$ cat src/hw/strobe_defs.svh
`ifndef STROBE_DEFS_SVH
`define STROBE_DEFS_SVH
`define CLKS_PER_MCYCLE 12
`define RESET_MIN_MCYCLES 2
`define HOST_RESET_MCYCLES 10
`define PORT3_RESET 8'hff
`endif

$ cat src/hw/strobe_pkg.sv
package strobe_pkg;
   typedef enum logic [1:0] {
      mode_reset,
      mode_normal,
      mode_host
   } op_mode_e;
endpackage

$ cat src/hw/mcycle_div.sv
`timescale 1ns/1ps
`include "strobe_defs.svh"
module mcycle_div #(
   parameter int CLKS = `CLKS_PER_MCYCLE
) (
   input wire logic i_clk,
   input wire logic i_rstn,
   output logic o_phase_tick,
   output logic o_mcycle_tick,
   output logic o_half
);
   localparam int W = $clog2(CLKS + 1);
   logic [W-1:0] cnt_q;
   wire last = (cnt_q == W'(CLKS - 1));
   wire mid = (cnt_q == W'(CLKS / 2 - 1));
   always_ff @(posedge i_clk or negedge i_rstn) begin
      if (!i_rstn) begin
         cnt_q <= '0;
      end else begin
         cnt_q <= last ? '0 : cnt_q + W'(1);
      end
   end
   assign o_mcycle_tick = last;
   assign o_phase_tick = last | mid;
   assign o_half = (cnt_q >= W'(CLKS / 2));
endmodule // mcycle_div

$ cat src/hw/ext_bus_strobes.sv
`timescale 1ns/1ps
`include "strobe_defs.svh"
module ext_bus_strobes
   import strobe_pkg::*;
#(
   parameter int CLKS = `CLKS_PER_MCYCLE
) (
   input wire logic i_clk,
   input wire logic i_rstn,
   input wire logic i_reset_pin,
   input wire logic i_strobe_pin_in,
   input wire logic i_ext_fetch,
   input wire logic i_data_access,
   input wire logic i_data_write,
   input wire logic [7:0] i_port3_latch,
   input wire logic [7:0] i_port3_pin_in,
   output logic o_program_store_strobe_n,
   output logic o_program_store_strobe_oe,
   output logic [7:0] o_port3_out,
   output logic [7:0] o_port3_oe,
   output logic o_ext_irq_zero_in,
   output logic o_ext_irq_one_in,
   output logic o_count_in_zero,
   output logic o_count_in_one,
   output logic o_core_reset,
   output logic o_host_mode
);
   ////////////////////////////////////////////////////////////////
   // machine-cycle timing from the core clock
   localparam logic [7:0] P3_RST = `PORT3_RESET;
   localparam logic [4:0] RCNT_MAX = 5'h1f;
   logic phase_tick;
   logic mcycle_tick;
   logic half;
   mcycle_div #(
      .CLKS(CLKS)
   ) u_div (
      .i_clk(i_clk),
      .i_rstn(i_rstn),
      .o_phase_tick(phase_tick),
      .o_mcycle_tick(mcycle_tick),
      .o_half(half)
   );
   ////////////////////////////////////////////////////////////////
   // pin synchronisers; first stage read only by second
   logic rst_s1_q;
   logic rst_s2_q;
   logic ps_s1_q;
   logic ps_s2_q;
   logic ps_prev_q;
   logic [7:0] p3_s1_q;
   logic [7:0] p3_s2_q;
   always_ff @(posedge i_clk or negedge i_rstn) begin
      if (!i_rstn) begin
         rst_s1_q <= 1'b0;
         rst_s2_q <= 1'b0;
         ps_s1_q <= 1'b1;
         ps_s2_q <= 1'b1;
         ps_prev_q <= 1'b1;
         p3_s1_q <= P3_RST;
         p3_s2_q <= P3_RST;
      end else begin
         rst_s1_q <= i_reset_pin;
         rst_s2_q <= rst_s1_q;
         ps_s1_q <= i_strobe_pin_in;
         ps_s2_q <= ps_s1_q;
         ps_prev_q <= ps_s2_q;
         p3_s1_q <= i_port3_pin_in;
         p3_s2_q <= p3_s1_q;
      end
   end
   // edge history resets high, the pin's idle level: no false fall
   wire rst_hi = rst_s2_q;
   wire ps_fall = ps_prev_q & ~ps_s2_q;
   ////////////////////////////////////////////////////////////////
   // reset pin length in machine cycles, saturating
   logic [4:0] rcnt_q;
   logic [4:0] rcnt_d;
   logic fall_seen_q;
   logic fall_seen_d;
   op_mode_e mode_q;
   op_mode_e mode_d;
   wire long_reset = (rcnt_q > 5'(`HOST_RESET_MCYCLES));
   wire reset_valid = (rcnt_q >= 5'(`RESET_MIN_MCYCLES));
   wire rcnt_step = mcycle_tick & (rcnt_q != RCNT_MAX);
   wire in_reset = (mode_q == mode_reset);
   always_comb begin
      rcnt_d = rcnt_q;
      if (!rst_hi) begin
         rcnt_d = '0;
      end else if (rcnt_step) begin
         rcnt_d = rcnt_q + 5'h01;
      end
   end
   // a fall counts only after the long reset; a short one forgets it
   always_comb begin
      fall_seen_d = fall_seen_q;
      if (!rst_hi) begin
         fall_seen_d = fall_seen_q & in_reset;
      end else if (ps_fall && long_reset) begin
         fall_seen_d = 1'b1;
      end else if (!reset_valid) begin
         fall_seen_d = 1'b0;
      end
   end
   always_comb begin
      mode_d = mode_q;
      if (rst_hi && reset_valid) begin
         mode_d = mode_reset;
      end else if (!rst_hi && in_reset) begin
         mode_d = fall_seen_q ? mode_host : mode_normal;
      end
   end
   always_ff @(posedge i_clk or negedge i_rstn) begin
      if (!i_rstn) begin
         rcnt_q <= '0;
         fall_seen_q <= 1'b0;
         mode_q <= mode_reset;
      end else begin
         rcnt_q <= rcnt_d;
         fall_seen_q <= fall_seen_d;
         mode_q <= mode_d;
      end
   end
   ////////////////////////////////////////////////////////////////
   // program store strobe: one low pulse per half machine cycle
   logic [1:0] skip_q;
   logic [1:0] skip_d;
   logic pulse_q;
   logic pulse_d;
   wire running = (mode_q == mode_normal);
   wire fetching = running & i_ext_fetch;
   // data access is judged at the machine-cycle boundary only
   wire access_now = mcycle_tick & i_data_access & fetching;
   wire skipping = (skip_q != 2'h0);
   // the slot at this boundary and the next one are dropped
   always_comb begin
      skip_d = skip_q;
      if (access_now) begin
         skip_d = 2'h1;
      end else if (phase_tick && skipping) begin
         skip_d = skip_q - 2'h1;
      end
   end
   always_comb begin
      pulse_d = pulse_q;
      if (phase_tick) begin
         pulse_d = fetching & ~skipping & ~access_now;
      end
   end
   // high for the tick clock, so back-to-back slots stay two pulses
   wire strobe_low = pulse_q & fetching & ~phase_tick;
   always_ff @(posedge i_clk or negedge i_rstn) begin
      if (!i_rstn) begin
         skip_q <= '0;
         pulse_q <= 1'b0;
      end else begin
         skip_q <= skip_d;
         pulse_q <= pulse_d;
      end
   end
   ////////////////////////////////////////////////////////////////
   // port 3 alternate functions; data strobes own bits 6 and 7
   // strobes sit in the second half so address and data settle first
   wire data_rd = running & i_data_access & ~i_data_write & half;
   wire data_wr = running & i_data_access & i_data_write & half;
   wire [7:0] p3_force_low = {data_rd, data_wr, 6'h00};
   wire [7:0] p3_out_d;
   wire [7:0] p3_oe_d;
   genvar b;
   generate
      for (b = 0; b < 8; b++) begin : g_p3
         assign p3_out_d[b] = i_port3_latch[b] & ~p3_force_low[b];
         // a one releases the pin to its pull-up, so it reads as input
         assign p3_oe_d[b] = ~p3_out_d[b];
      end
   endgenerate
   ////////////////////////////////////////////////////////////////
   // registered outputs
   wire strobe_oe_d = running;
   wire core_reset_d = (mode_d == mode_reset);
   wire host_mode_d = (mode_d == mode_host);
   // released outside normal mode so a programmer can drive the pin
   always_ff @(posedge i_clk or negedge i_rstn) begin
      if (!i_rstn) begin
         o_program_store_strobe_n <= 1'b1;
         o_program_store_strobe_oe <= 1'b0;
      end else begin
         o_program_store_strobe_n <= ~strobe_low;
         o_program_store_strobe_oe <= strobe_oe_d;
      end
   end
   always_ff @(posedge i_clk or negedge i_rstn) begin
      if (!i_rstn) begin
         o_port3_out <= P3_RST;
         o_port3_oe <= '0;
      end else begin
         o_port3_out <= p3_out_d;
         o_port3_oe <= p3_oe_d;
      end
   end
   // inputs only; edge and level sensing is the core's business
   always_ff @(posedge i_clk or negedge i_rstn) begin
      if (!i_rstn) begin
         o_ext_irq_zero_in <= 1'b1;
         o_ext_irq_one_in <= 1'b1;
         o_count_in_zero <= 1'b1;
         o_count_in_one <= 1'b1;
      end else begin
         o_ext_irq_zero_in <= p3_s2_q[2];
         o_ext_irq_one_in <= p3_s2_q[3];
         o_count_in_zero <= p3_s2_q[4];
         o_count_in_one <= p3_s2_q[5];
      end
   end
   always_ff @(posedge i_clk or negedge i_rstn) begin
      if (!i_rstn) begin
         o_core_reset <= 1'b1;
         o_host_mode <= 1'b0;
      end else begin
         o_core_reset <= core_reset_d;
         o_host_mode <= host_mode_d;
      end
   end
endmodule // ext_bus_strobes

$ cat config.mk
export PLATFORM = sky130hd
export DESIGN_NAME = ext_bus_strobes
export DESIGN_NICKNAME = d
export VERILOG_FILES = /design/src/hw/strobe_pkg.sv /design/src/hw/mcycle_div.sv /design/src/hw/ext_bus_strobes.sv
export VERILOG_INCLUDE_DIRS = /design/src /design/src/hw
export SDC_FILE = /design/constraint.sdc
export NUM_CORES = 1
export LEC_CHECK = 0
export ABC_AREA = 0
export BUFFER_PORTS_ARGS = -buffer_cell sky130_fd_sc_hd__buf_2
export CORE_MARGIN = 2
export CORE_UTILIZATION = 35
export DETAILED_ROUTE_END_ITERATION = 6
export PLACE_DENSITY = 0.54
export SLEW_MARGIN = 25
export SYNTH_ARGS = -nofsm -noshare
export SYNTH_HDL_FRONTEND = slang
export SYNTH_SLANG_ARGS = --single-unit
$ cat constraint.sdc
create_clock -name i_clk -period 3.1 [get_ports i_clk]
set_input_delay 0 -clock i_clk [delete_from_list [all_inputs] [get_ports i_clk]]
set_output_delay 0 -clock i_clk [all_outputs]
set_load 0.05 [all_outputs]
# Yosys cells after proc, flatten, opt, wreduce, memory -nomap -nowiden
# Index checks and enable logic that the tools add are counted.
[word_totals]
register_bits = 56
elab_cells = 90
output_inout_bits = 24
in_bits = 23
[op_classes]
magnitude_cmp = 3
bitwise_logic = 34
n_reduce_logical = 9
n_eq_ne = 7
muxes = 11
add_sub_neg = 3
[op_table]
columns = ["operator", "count"]
rows = [
  ["$and A1 B1 Y1", 17],
  ["$not A1 Y1", 16],
  ["$mux W2", 5],
  ["$mux W5", 2],
  ["$add A5 B1 Y5 const B", 1],
  ["$ge A5 B2 Y1 const B", 1],
  ["$gt A5 B4 Y1 const B", 1],
  ["$ne A5 B5 Y1 const B", 1],
  ["$add A4 B1 Y4 const B", 1],
  ["$eq A4 B3 Y1 const B", 1],
  ["$eq A4 B4 Y1 const B", 1],
  ["$ge A4 B3 Y1 const B", 1],
  ["$logic_and A1 B1 Y1", 4],
  ["$logic_not A2 Y1", 2],
  ["$mux W4", 1],
  ["$reduce_bool A2 Y1", 2],
  ["$mux W1", 3],
  ["$ne A3 B2 Y1 const B", 1],
  ["$eq A2 B1 Y1 const B", 1],
  ["$eq A2 B2 Y1 const B", 1],
  ["$ne A2 B1 Y1 const B", 1],
  ["$sub A2 B1 Y2 const B", 1],
  ["$logic_not A1 Y1", 1],
  ["$or A1 B1 Y1", 1],
]

# Logic depth before layout (Yosys ltp)
[depth]
ltp_word = 7
ltp_mapped = 8
mapped_depth_nobuf = 7

# Hierarchy
# A second synthesis with hierarchy kept.
[unflattened]
cells_unflattened = 135
area_unflattened_um2 = 1853.0
[by_module_without_submodules]
columns = ["mod", "cells_each", "seq_area_each_um2", "area_each_um2", "instances"]
rows = [
  ["ext_bus_strobes", 112, 1232.4, 1620.3, 1],
  ["mcycle_div", 23, 100.1, 232.7, 1],
]

# Worst setup path before layout
# Ideal clock, no wire load.
[synth_timing]
path_type = "register to register"
startpoint = "reg rcnt_q[1]"
endpoint = "reg rcnt_q[3]"
setup_time_ns = 0.123
t_arrival_ns = 1.604
path_buffers = 1
setup_slack_ns = 1.374
required_time_ns = 2.977
path_stages_with_launch = 9
period_less_slack_ns = 1.726
path_cell_list = "dfrtp_1 ha_1 and3_1 ha_1 and4bb_1 buf_4 nand4_2 xor2_1 nor2_1"
[synth_between]
elab_chain_len = 3
elab_cells_between_ends = 6
classes_between = "add/sub: 1; eq/ne: 2; mux: 2; bitwise: 1"
[synth_lines]
columns = ["item", "line", "rtl"]
rows = [
  ["from (decl)", "ext_bus_strobes.sv:77", "logic [4:0] rcnt_q;"],
  ["from (signal assigned)", "ext_bus_strobes.sv:120", "rcnt_q <= rcnt_d;"],
  ["$add A5 B1 Y5 or $ne A5 B5 Y1 (tied branches)", "ext_bus_strobes.sv:92, ext_bus_strobes.sv:85", ""],
  ["$mux W5 or $and A1 B1 Y1 (tied branches)", "ext_bus_strobes.sv:91, ext_bus_strobes.sv:85", ""],
  ["$mux W5 or $ne A2 B1 Y1 (tied branches)", "--", ""],
]
# Parallel ways exist; a longest one is shown, timed or not. The select of a mux whose other input is x is not followed.
# A chain may end at the register's enable or synchronous reset.

# Worst setup path in the final report
# Same ends and word-level chain as after synthesis.

==> results.json <==
{
  "ys_warn_count": 0,
  "portBuffers": 42,
  "clk_latency_ps": 300,
  "drc": 0,
  "antenna_cells": 0,
  "synthToLayoutAreaGrowth_pct": 32.0,
  "cts_tree": "yes",
  "required_ps": 3280,
  "min_period_over_period_pct": 61.2,
  "track_usage_pct": 11.7,
  "power.total_uw": 1380,
  "ys_ff_latch": 52,
  "status": "complete, no violations",
  "netlist_area_um2": 1880,
  "die-area_um2": 5960,
  "overflow": 0,
  "synthDistinctLibCells": 36,
  "gp_congestion": 0.740,
  "drtPass1Iterations": 4,
  "power_frac_comb_pct": 11.3,
  "switching_share_pct": 23.8,
  "nFillCells": 492,
  "synth_cells": 136,
  "ant_nets": 0,
  "fin_crit_ps": 1900,
  "max_freq_mhz": 527,
  "cts_setup_buffers": 0,
  "internal_power_uw": 1050,
  "grt_max_degree": 34,
  "cts.sinks": 52,
  "ff2ff_setup_slack_ps": 1200,
  "regArea_um2": 1330,
  "ys_seq_area_share_pct": 71.0,
  "path_class": "reg -> reg",
  "die_x_um": 77.2,
  "multi_input_area_um2": 458,
  "p_leak_uw": 0.00119,
  "place_inst": 247,
  "sequentialPowerShare_pct": 54.0,
  "setup-tns-final_ps": 0,
  "finalHoldViolations": 0,
  "core_area_um2": 5140,
  "num_rows": 26,
  "finalNetCount": 232,
  "p_per_area_nw_per_um2": 555,
  "via_per_inst": 4.33,
  "wl_per_cell_um": 11.4,
  "synth_ff_type": "dfrtp_1",
  "grt_pass1_vias": 1223,
  "p_clk_share_pct": 34.7,
  "drive_gt1_share_pct": 39.4,
  "cts.clk_slew.worst_paths_ps": 90,
  "yosys.area.top_type": "dfrtp_1",
  "fin_util_pct": 48.2,
  "wl_mm": 3.11,
  "dp_hpwl_mm": 2.08,
  "finClkSkew_ps": 4.16,
  "cp_max_fo": 6,
  "holdCritPathClass": "in -> reg",
  "vias": 1182,
  "synth_edf_count": 0,
  "grt_pass1_wl_mm": 5.40,
  "maxCapViolCount": 0,
  "rsz0062_at_grt": "false",
  "clockBufferDepth": 2,
  "synth_area_leaders": "dfrtp_1 (36%), dfstp_2 (35%), ha_1 (4.7%)",
  "ir_drop_uv": 340,
  "power.switching_uw": 327,
  "grt_antenna_before_repair": 0,
  "cp-start-kind": "flop",
  "io_pins": 47,
  "worst_setup_path_end_kind": "flop",
  "die_y_um": 77.2,
  "cp.arrival_ps": 2080,
  "syn_nets": 166,
  "fin_cells": 273,
  "cts_root_buffer": "clkbuf_8",
  "worstMarginPinSlew_ps": 461,
  "fin_hold_ws_ps": 15.4,
  "ctsResizeCount": 0,
  "drtIter0Drc": 68,
  "synth_top_area_share_pct": 36.0,
  "drv_slew": 0,
  "htree_levels": 2,
  "async_flop_share_pct": 100,
  "start_util_pct": 36.5,
  "syn_avg_cell_area_um2": 13.8,
  "relSlewSlack_pct": 68.9,
  "setup_violations": 0,
  "cts-buffers-inserted": 5,
  "ctsHoldBuffers": 18
}
==> critical path: stages, from the launching register on <==
cell and delay (ps):
dfrtp_1 450, ha_1 220, and3_1 180, ha_1 160, and4bb_1 430, nand4_2 140, xor2_1 140, nor2_1 50
==> cell type report <==
type / count / share of cell area (%)
sequential: 52 / 53.8
multi-input combinational: 64 / 18.5
timing repair buffer: 61 / 16.6
tap: 70 / 3.54
clock buffer: 6 / 3.33
inverter: 18 / 2.73
clock inverter: 2 / 1.57
==> path summary, 6_finish.rpt <==
check                             start              to  cells after the start
hold / removal             i_data_write  o_port3_out[6]                      4
max in group asynchronous        i_rstn       ps_prev_q                      3
setup reg to reg              rcnt_q[1]       rcnt_q[3]                      7
min in group asynchronous        i_rstn   o_port3_oe[7]                      2
setup / recovery              rcnt_q[1]       rcnt_q[3]                      7
hold reg to reg                rst_s1_q          rst_hi                      0
==> placed cells by master (no fill, tap or decap), types with 2 or more instances in the layout <==
cell and count:
buf_2 42, dfrtp_1 27, dfstp_2 25, inv_1 18, dlygate4sd3_1 18, nor2_1 14, ha_1 7, clkbuf_8 6
o21ai_1 3, nand2_1 3, xnor2_1 3, nor3_1 2, a21oi_1 2, and2_1 2, nand3b_1 2, and3_1 2
xor2_1 2, a211oi_1 2, nand2b_1 2
==> Yosys cell counts (2+ instances only) <==
| master | number |
|---|---|
| inv_1 | 18 |
| nand3b_1 | 2 |
| o21ai_1 | 3 |
| a211oi_1 | 2 |
| dfstp_2 | 25 |
| nand2_1 | 3 |
| xnor2_1 | 3 |
| nor2_1 | 14 |
| nand2b_1 | 2 |
| ha_1 | 7 |
| and2_1 | 2 |
| dfrtp_1 | 27 |
| xor2_1 | 2 |
| and3_1 | 2 |
| a21oi_1 | 2 |
| nor3_1 | 2 |
==> state kept, by name, indices dropped and copies added, names as in the netlist, 2 cells and up <==
register     count
o_port3_oe       8
u_div.cnt_q      4
o_port3_out      8
p3_s1_q          4
mode_q           2
rcnt_q           5
p3_s2_q          4
skip_q           2
==> layer usage <==
layer  part of all wire [%]  global-route usage (%)  vias to the layer above
met3                    5.8                    4.00                        6
met2                     52                    20.3                       29
met1                     40                    12.7                      575
met4                    1.7                    5.89                        0
li1                       -                       -                      572
met5                      0                       0                        -
==> power groups by stage <==
stage	Sequential [µW]	Clock, µW	Combinational, µW
floorplan	807	0	38.0
global placement	754	0	133
detailed placement	756	0	140
CTS	744	491	158
global route	748	530	173
finish	743	477	155
==> logic make-up (layout without fill, tap and decap cells) <==
| group | after synthesis | after routing | synth area share [%] |
|---|---|---|---|
| AND/OR/NAND/NOR | 34 | 34 | 10.0 |
| XOR/XNOR | 5 | 5 | 2.33 |
| adder cells (fa/ha/maj) | 7 | 7 | 4.67 |
| AO/OA/AOI/OAI | 16 | 16 | 6.27 |
| flip-flops | 52 | 52 | 71.0 |
| multiplexers | 2 | 2 | 1.13 |
| buffers and inverters | 20 | 87 | 4.60 |
==> metrics by stage <==
stage                     setup slack, ps  area, µm²
final                                1200       2480
after global routing                 1050       2480
after CTS                            1190       2480
after detailed placement             1220       2180
after global placement               1240       2160
after floorplan                      1370       1880
(Power assumes the default switching activity.)
